## src/hw/itr_cfg.svh

```systemverilog
// register offsets, field positions, reset values and timing counts
// assumes byte addressing on the register bus, one 32-bit word per register
`ifndef ITR_CFG_SVH
`define ITR_CFG_SVH
// byte offsets
`define ITR_CTRL_OFS 8'h00
`define ITR_RDLIM_OFS 8'h04
`define ITR_WRLIM_OFS 8'h08
`define ITR_STAT_OFS 8'h0C
// control field positions
`define ITR_CTRL_EN_LSB 0
`define ITR_CTRL_VN_LSB 2
`define ITR_CTRL_PRE_LSB 4
// limit field positions, fraction in 1/256 units
`define ITR_LIM_FRAC_LSB 8
`define ITR_FRAC_BITS 8
// status field positions
`define ITR_STAT_WR_LSB 8
`define ITR_STAT_OCC_LSB 16
// reset values
`define ITR_CTRL_RST 8'h00
`define ITR_LIM_RST 16'h0000
// credit accumulator floor
`define ITR_ACC_MIN 22'h380000
// least cycles from accept to send without a token
`define ITR_TOK_MIN_CYC 2
`endif

```

## src/hw/itr_pkg.sv

```systemverilog
// types shared by the traffic-regulation block
// assumes itr_cfg.svh is on the include path
package itr_pkg;
  typedef logic [1:0] vn_t; // virtual network number
  // address request of one channel
  typedef struct packed {
    logic valid;
    logic [3:0] qos;
    logic dataless;
  } chan_req_s;
  // completion (last read beat or write response)
  typedef struct packed {
    logic done;
    logic counted;
  } cmpl_s;
  // read entering the master-side request queue
  typedef struct packed {
    logic valid;
    logic [3:0] qos;
    logic [3:0] read_arb_priority_boost;
  } rq_req_s;
  // avalon request side
  typedef struct packed {
    logic read;
    logic write;
    logic [7:0] address;
    logic [31:0] writedata;
  } avs_req_s;
  typedef enum logic [1:0] {CH_IDLE, CH_TOKEN, CH_SEND} chan_st_e;
  // whole state of the block
  typedef struct packed {
    logic rst_meta;
    logic rst_sync;
    logic [7:0] ctrl;
    logic [1:0][15:0] lim;
    logic [1:0][7:0] cnt;
    logic [1:0][21:0] acc;
    chan_st_e [1:0] st;
    logic [1:0] ready;
    logic [1:0] tok_req;
    logic [1:0] fwd_valid;
    logic [7:0] occ;
    logic rq_ready;
    logic waitreq;
    logic [31:0] rdata;
  } state_s;
endpackage
```

## src/hw/interconnect_traffic_regulation.sv

```systemverilog
// outstanding-transaction limiter, read queue admission and token gate
// assumes one clock, all request inputs on that clock, reset held 3 edges
`include "itr_cfg.svh"
module interconnect_traffic_regulation #(
  parameter int RD_TRACKER = 32,      // master read tracker entries
  parameter int QOS_UPPER = 12,       // qos at or above is high
  parameter int QOS_LOWER = 8         // qos at or above is medium
) (
  input wire logic i_mclk,                          // main clock
  input wire logic i_sys_rst,                       // reset, high
  input wire itr_pkg::avs_req_s i_avs,              // register request
  output logic [31:0] o_avs_readdata,               // register data
  output logic o_avs_waitrequest,                   // bus stall
  input wire itr_pkg::chan_req_s [1:0] i_req,       // 0 read, 1 write
  output logic [1:0] o_ready,                       // request taken
  input wire itr_pkg::cmpl_s [1:0] i_cmpl,          // completions
  output logic [1:0] o_tok_req,                     // token wanted
  input wire logic [1:0] i_tok_grant,               // token given
  output logic [1:0] o_fwd_valid,                   // send pulse
  output itr_pkg::vn_t o_fwd_vn,                    // network used
  input wire itr_pkg::rq_req_s i_rq,                // queue entry
  input wire logic i_rq_free,                       // entry retired
  output logic o_rq_ready,                          // entry taken
  output logic [7:0] o_rq_occ                       // queue level
);
  import itr_pkg::*;

  // ************************************************
  // build-time figures
  // ************************************************
  // small reservations
  localparam int HI_RES = (RD_TRACKER >= 5) ? 1 : 0;
  localparam int MED_RES = (RD_TRACKER >= 16) ? 3 : (RD_TRACKER >= 8) ? 1 : 0;
  localparam logic [7:0] CAP_HI = 8'(RD_TRACKER);
  localparam logic [7:0] CAP_MED = 8'(RD_TRACKER - HI_RES);
  localparam logic [7:0] CAP_LOW = 8'(RD_TRACKER - HI_RES - MED_RES);
  localparam logic [3:0] TH_HI = 4'(QOS_UPPER);
  localparam logic [3:0] TH_MED = 4'(QOS_LOWER);

  // refuse sizes and qos thresholds the logic cannot serve
  if (RD_TRACKER < 2 || RD_TRACKER > 128) begin : g_bad_size
    $error("tracker size must be 2 to 128");
  end
  if (QOS_UPPER < QOS_LOWER || QOS_UPPER > 15 || QOS_LOWER < 0) begin : g_bad_qos
    $error("qos thresholds out of order or range");
  end

  // ************************************************
  // state and decode
  // ************************************************
  state_s s;        // registered state
  state_s next_s;   // next state
  logic rst_q;      // synchronised reset
  logic [1:0] acc_req;    // handshake this cycle
  logic [1:0] counted;    // request falls under the limiter
  logic [1:0] dec;        // counted completion
  logic [1:0] en;         // limiter enabled
  logic [1:0][7:0] lim_int;
  logic [1:0][7:0] lim_frac;
  vn_t vn;                // slave network assignment
  logic [3:0] prealloc;   // networks holding a token
  logic [3:0] rq_prio;    // effective queue priority
  logic [7:0] rq_cap;     // admission cap of that priority
  logic rq_acc;           // queue entry taken
  logic rq_low;           // entry is low priority
  logic avs_go;           // bus access completes now

  assign rst_q = s.rst_sync;
  assign vn = s.ctrl[`ITR_CTRL_VN_LSB +: 2];
  assign prealloc = s.ctrl[`ITR_CTRL_PRE_LSB +: 4];
  assign rq_acc = i_rq.valid && s.rq_ready;
  assign avs_go = (i_avs.read || i_avs.write) && !s.waitreq;

  // per-channel decode
  always_comb begin
    for (int c = 0; c < 2; c++) begin
      acc_req[c] = i_req[c].valid && s.ready[c];
      counted[c] = (i_req[c].qos == 4'h0) && !i_req[c].dataless;
      dec[c] = i_cmpl[c].done && i_cmpl[c].counted && (s.cnt[c] != 8'h00);
      en[c] = s.ctrl[`ITR_CTRL_EN_LSB + c];
      lim_int[c] = s.lim[c][7:0];
      lim_frac[c] = s.lim[c][`ITR_LIM_FRAC_LSB +: `ITR_FRAC_BITS];
    end
  end

  always_comb begin
    rq_prio = (i_rq.read_arb_priority_boost > i_rq.qos) ?
              i_rq.read_arb_priority_boost : i_rq.qos;
    if (rq_prio >= TH_HI) begin
      rq_cap = CAP_HI;
    end else if (rq_prio >= TH_MED) begin
      rq_cap = CAP_MED;
    end else begin
      rq_cap = CAP_LOW;
    end
    rq_low = (rq_prio < TH_MED);
  end

  // ************************************************
  // next state
  // ************************************************
  // one clock; a gated clock freezes everything
  always_comb begin
    logic signed [21:0] sum;
    logic permit;
    logic [7:0] occ_n;
    sum = '0;
    permit = 1'b0;
    occ_n = s.occ;
    next_s = s;
    next_s.rst_meta = i_sys_rst;
    next_s.rst_sync = s.rst_meta;
    if (s.rst_sync) begin
      // reset values
      next_s.ctrl = `ITR_CTRL_RST;
      next_s.lim = {2{`ITR_LIM_RST}};
      next_s.cnt = '0;
      next_s.acc = '0;
      next_s.st = '{CH_IDLE, CH_IDLE};
      next_s.ready = 2'b00;
      next_s.tok_req = 2'b00;
      next_s.fwd_valid = 2'b00;
      next_s.occ = 8'h00;
      next_s.rq_ready = 1'b0;
      next_s.waitreq = 1'b1;
      next_s.rdata = 32'h00000000;
    end else begin
      // register bus: one wait cycle, then complete
      next_s.waitreq = !((i_avs.read || i_avs.write) && s.waitreq);
      if (i_avs.read && s.waitreq) begin
        case (i_avs.address)
          `ITR_CTRL_OFS: next_s.rdata = {24'h000000, s.ctrl};
          `ITR_RDLIM_OFS: next_s.rdata = {16'h0000, s.lim[0]};
          `ITR_WRLIM_OFS: next_s.rdata = {16'h0000, s.lim[1]};
          `ITR_STAT_OFS: next_s.rdata = {8'h00, s.occ, s.cnt[1], s.cnt[0]};
          default: next_s.rdata = 32'h00000000; // unmapped reads zero
        endcase
      end
      if (avs_go && i_avs.write) begin
        case (i_avs.address)
          `ITR_CTRL_OFS: next_s.ctrl = i_avs.writedata[7:0];
          `ITR_RDLIM_OFS: next_s.lim[0] = i_avs.writedata[15:0];
          `ITR_WRLIM_OFS: next_s.lim[1] = i_avs.writedata[15:0];
          default: ; // status and unmapped ignore writes
        endcase
      end
      for (int c = 0; c < 2; c++) begin
        // count up on counted take, down on counted completion
        next_s.cnt[c] = s.cnt[c] + 8'(acc_req[c] && counted[c]) - 8'(dec[c]);
        // credit: limit minus level, capped at zero
        sum = $signed(s.acc[c]) + $signed({6'h00, lim_int[c], lim_frac[c]})
              - $signed({6'h00, s.cnt[c], 8'h00});
        if (sum > 0) begin
          next_s.acc[c] = '0;
        end else if (sum < $signed(`ITR_ACC_MIN)) begin
          next_s.acc[c] = `ITR_ACC_MIN;
        end else begin
          next_s.acc[c] = sum;
        end
        // token handshake per channel
        next_s.tok_req[c] = 1'b0;
        next_s.fwd_valid[c] = 1'b0;
        case (s.st[c])
          CH_IDLE: begin
            if (acc_req[c]) begin
              if (prealloc[vn]) begin
                next_s.st[c] = CH_SEND;
                next_s.fwd_valid[c] = 1'b1;
              end else begin
                next_s.st[c] = CH_TOKEN;
                next_s.tok_req[c] = 1'b1;
              end
            end
          end
          CH_TOKEN: begin
            if (i_tok_grant[c]) begin
              next_s.st[c] = CH_SEND;
              next_s.fwd_valid[c] = 1'b1;
            end else begin
              next_s.tok_req[c] = 1'b1;
            end
          end
          CH_SEND: begin
            // send is one cycle, never refused
            next_s.st[c] = CH_IDLE;
          end
          default: next_s.st[c] = CH_IDLE;
        endcase
        // permit from next level and credit
        if (next_s.cnt[c] < lim_int[c]) begin
          permit = 1'b1;
        end else if (lim_frac[c] != 8'h00 && next_s.cnt[c] == lim_int[c]) begin
          permit = !next_s.acc[c][21];
        end else begin
          permit = 1'b0;
        end
        next_s.ready[c] = (next_s.st[c] == CH_IDLE) && !acc_req[c] &&
                          (!en[c] || permit || (i_req[c].valid && !counted[c]));
      end
      occ_n = s.occ + 8'(rq_acc) - 8'(i_rq_free && s.occ != 8'h00);
      next_s.occ = occ_n;
      next_s.rq_ready = !rq_acc && (occ_n < rq_cap);
    end
  end

  // single state register
  always_ff @(posedge i_mclk) begin
    s <= next_s;
  end

  // ************************************************
  // outputs
  // ************************************************
  assign o_avs_readdata = s.rdata;
  assign o_avs_waitrequest = s.waitreq;
  assign o_ready = s.ready;
  assign o_tok_req = s.tok_req;
  assign o_fwd_valid = s.fwd_valid;
  assign o_fwd_vn = vn; // from the control register
  assign o_rq_ready = s.rq_ready;
  assign o_rq_occ = s.occ;
endmodule // interconnect_traffic_regulation

```

## config.mk

```make
export PLATFORM = sky130hd
export DESIGN_NAME = interconnect_traffic_regulation
export DESIGN_NICKNAME = d
export VERILOG_FILES = /design/src/hw/itr_pkg.sv /design/src/hw/interconnect_traffic_regulation.sv
export VERILOG_INCLUDE_DIRS = /design/src /design/src/hw
export SDC_FILE = /design/constraint.sdc
export NUM_CORES = 1
export LEC_CHECK = 0
export BUFFER_PORTS_ARGS = -buffer_cell sky130_fd_sc_hd__buf_2
export CAP_MARGIN = 20
export CORE_MARGIN = 2
export CORE_UTILIZATION = 40
export DETAILED_ROUTE_END_ITERATION = 8
export PLACE_DENSITY = 0.62
export SYNTH_ARGS = -nofsm -noshare
export SYNTH_HDL_FRONTEND = slang
export SYNTH_SLANG_ARGS = --single-unit
export TNS_END_PERCENT = 1
```

## constraint.sdc

```tcl
create_clock -name i_mclk -period 7.5 [get_ports i_mclk]
set_input_delay 2.25 -clock i_mclk [delete_from_list [all_inputs] [get_ports i_mclk]]
set_output_delay 2.25 -clock i_mclk [all_outputs]
set_load 0.005 [all_outputs]
```

==> metrics.md <==
| Metric | Value |
|---|---|
| Worst min path class | `reg -> reg` |
| Clock sink count | `about 150` |
| Syn. warnings | `0` |
| First-pass GRT wire length | `around 45000 µm` |
| Root Buffer | `clkbuf_16` |
| Logic pwr share | `around 61%` |
| Remaining DRCs | `0` |
| Drt wl/cell | `~16 µm` |
| Yosys reg bits | `approximately 150` |
| Fin. Hold Viols | `0` |
| Rel. slew slack | `27.5%` |
| PortBufs | `between 90 and 100` |
| Chip Height | `168 µm` |
| GP Congestion | `0.885` |
| Hold slack | `around 0.33 ns` |
| Slack of the critical path | `1.81 ns` |
| Max Fanout on Critical Path | `2` |
| Final setup fails | `0` |
| Total track usage | `19.6%` |
| Final #Nets | `1553` |
| Clock Latency Late Sink | `between 0.4 and 0.5 ns` |
| Worst Skew | `~0.015 ns` |
| Total CTS buffers | `17` |
| Startpoint Class | `primary input` |
| Power Total | `~4.9 mW` |
| R2r startpoint | `lim_int[8]` |
| Cell total after placement | `approximately 1700` |
| Grt ovf | `0` |
| Maximum clock insertion buffer count | `2` |
| Post-synthesis mux area share | `under 10%` |
| DR vias | `between 9000 and 10000` |
| Initial antenna violation count | `0` |
| RSZ-0062 raised after global routing | `no` |
| Destination of the worst hold path | `rst_q` |
| Worst EP arrival | `about 6 ns` |
| Xor/xnor share of the synthesized area | `roughly 3.1%` |
| Depth of the CTS H-tree | `4` |
| CP required | `slightly below 8 ns` |
| Vias in the first global route | `around 8600` |
| Number of synthesized flops with an enable pin | `0` |
| Synth Area in Compound Gates | `between 10% and 20%` |
| Avg Cell Area, Syn | `8.25 µm²` |
| Type of destination of the critical path | `register` |
| Main combinational cell family by area after synthesis | `simple AND/OR/NAND/NOR gates` |
| P_leak | `5.53 nW` |
| Total Neg Setup Slack | `0 ns` |
| Final cycle utilization of the critical path | `about three quarters` |
| Synth unique cells | `75` |
| Die area | `~0.028 mm²` |
| Core Box Area | `between 0.02 and 0.03 mm²` |
| Ant diodes | `0` |
| Final Slew Violations | `0` |
| # rows | `60` |
| Power Internal | `between 2 and 3 mW` |
| Main synth FF type | `dfxtp_1` |
| Syn Inst Count | `between 1000 and 1500` |
| Reg power frac | `20.0%` |
| Fin crit period | `approximately 5.7 ns` |
| Area of the mapped netlist | `about 0.011 mm²` |
| Hold Crit Depth | `0` |
| Final instance area | `0.0119 mm²` |
| Detailed Routing Iterations Pass 1 | `7` |
| NetSw | `roughly 2.3 mW` |
| Hpwl dp | `21600 µm` |
| Clock slew seen by the registers of the worst setup and hold paths | `0.07 ns` |
| Setup Buffers After CTS | `0` |
| R2r setup slk | `about 3 ns` |
| Slew @ Worst Pin | `roughly 1.1 ns` |
| Placed cell area | `0.0112 mm²` |
| CTS resizes | `0` |
| Status | `finished clean` |
| Largest net degree at the start of global routing | `76` |
| Max-cap violations | `0` |
| Via-per-instance ratio | `between 5 and 6` |
| RR Endpoint | `s[93]` |
| Layout Cells excl Fill | `1700` |
| Async set or reset register ratio after synthesis | `0%` |
| I/O Pins | `122` |
| Clock network power share | `a little under a fifth` |
| Layout overhead on the synthesized area | `9.93%` |
| Pre-CTS setup slack | `roughly 1.3 ns` |
| Final ANT Viol Nets | `0` |
| Net Sw Frac | `47.3%` |
| Post-cts hold buffer count | `0` |
| Final wirelength | `27600 µm` |
| Drt initial violations | `roughly 530` |
| Sequential area share after synthesis | `a little over a quarter` |
| R2R cell count | `14` |
| Core Util, Final | `44.5%` |
| Pwr/cell area | `a little over 400 mW/mm²` |
| Effective utilization at floorplan | `slightly above 40%` |
| Fraction of the mapped netlist area in simple logic gates | `between 10% and 20%` |
| Adder-Cell Fraction of Synth Area | `about 17%` |
| Worst vdd ir | `around 0.0003 V` |
| Worst Hold Launch | `next_s[152]` |
| Die width | `roughly 170 µm` |
| CP Class | `in -> reg` |
| Layout cells sized above 1 | `roughly 13%` |
| CTS tree | `yes` |
| Max Clock Freq | `roughly 0.18 GHz` |
==> registers in the layout, indices dropped and copies added (netlist names) <==
register / flops
s: 64
o_avs_readdata: 24
lim_frac: 16
lim_int: 16
o_rq_occ: 8
prealloc: 4
en: 2
o_fwd_valid: 2
o_fwd_vn: 2
o_ready: 2
o_tok_req: 2
next_s: 1
o_avs_waitrequest: 1
o_rq_ready: 1
rst_q: 1
==> worst max-delay path: stages <==
cell and delay, ns:
buf_2 0.09, or4_1 0.54, or3_1 0.35, ha_1 0.29
inv_1 0.06, ha_1 0.15, inv_1 0.06, fa_1 0.50
inv_1 0.05, ha_1 0.29, nor2b_1 0.14, o21a_1 0.17
o21a_1 0.16, o21a_1 0.16, o21a_1 0.16, o211ai_1 0.26
a211oi_1 0.12, o21ai_0 0.08, nor3b_1 0.17
==> cell usage in the layout (no fill, tap or decap), types with 5 or more instances in the layout <==
master,instances
inv_1,188
dfxtp_1,145
nor2_1,141
ha_1,116
buf_2,97
a21oi_1,67
nand2_1,65
mux2i_1,43
o21ai_0,38
nor3_1,27
a22oi_1,26
and2_1,23
xnor2_1,20
o21a_1,19
nand3_1,19
fa_1,19
xor2_1,18
clkbuf_16,17
o211ai_1,16
nand4_1,15
a21o_1,15
nor3_2,15
a211oi_1,13
and3_1,12
nor4_1,12
nand2b_1,11
or3_1,10
o21bai_1,10
nor2b_1,10
mux4_2,9
o21ai_1,8
a22o_1,8
conb_1,8
buf_4,7
nor3b_1,6
inv_6,6
o2111ai_1,5
==> worst max path at each step <==
stage                     startpoint  slack [ns]         end
after floorplan             i_req[7]        1.81  o_ready[1]
after global routing        i_req[7]        1.64  o_ready[1]
after detailed placement    i_req[7]        1.33  o_ready[1]
after CTS                   i_req[7]        1.79  o_ready[1]
final                       i_req[7]        1.81  o_ready[1]
after global placement      i_req[7]        1.42  o_ready[1]
==> power by group through the flow <==
stage / Clock (mW) / Combinational [mW] / Sequential (mW)
final: 0.934 / 2.99 / 0.982
after global routing: 0.988 / 3.36 / 0.997
after CTS: 0.953 / 2.96 / 0.985
after detailed placement: 0 / 2.93 / 1.00
after global placement: 0 / 2.87 / 0.999
after floorplan: 0 / 2.34 / 0.957
==> Yosys cell counts (3+ instances only) <==
cell	n	area share (%)
a211o_1	4	0.32
a211oi_1	13	0.90
a21o_1	15	1.0
a21oi_1	67	3.1
a22o_1	8	0.65
a22oi_1	26	1.8
a31oi_1	3	0.17
and2_1	23	1.3
and3_1	12	0.69
and4_1	3	0.24
buf_2	6	0.28
buf_4	50	3.5
clkbuf_1	37	1.3
dfxtp_1	146	27
fa_1	19	3.5
ha_1	116	13
inv_1	188	6.5
mux2_2	3	0.31
mux2i_1	43	4.0
mux4_2	9	1.9
nand2_1	65	2.3
nand2b_1	11	0.64
nand3_1	19	0.88
nand4_1	15	0.87
nor2_1	142	4.9
nor2b_1	10	0.58
nor3_1	27	1.2
nor3_2	15	1.4
nor3b_1	6	0.42
nor3b_2	3	0.35
nor4_1	12	0.69
o2111ai_1	5	0.40
o211ai_1	16	1.1
o21a_1	19	1.3
o21ai_0	38	1.8
o21ai_1	8	0.37
o21bai_1	10	0.69
or3_1	10	0.58
or4_1	4	0.28
xnor2_1	20	1.6
xor2_1	18	1.5
==> kinds of logic after synthesis <==
logic type,after synthesis
adders and majority gates,135
and+or+nand+nor,388
AOI/OAI and AO/OA,264
other,1
buffers and inverters,285
muxes,55
DFF,146
xor gates and xnor gates,38
==> layer usage <==
layer / track usage, % / vias up / share of wire [%]
li1: - / 4515 / -
met1: 27.1 / 4259 / 48
met2: 32.2 / 219 / 46
met3: 2.83 / 22 / 4.1
met4: 4.80 / 0 / 1.2
met5: 0 / - / 0
==> layout make-up <==
class                   instances  area [µm²]
flip-flops and latches        146        2930
repair buffers                105         553
multi-input cells             888        6650
clock buffers                  17         425
fillers                      2662       14800
well taps                     341         427
clock inverters                15         211
inverters                     188         706
Note: power is estimated with default switching activity, not from simulation.
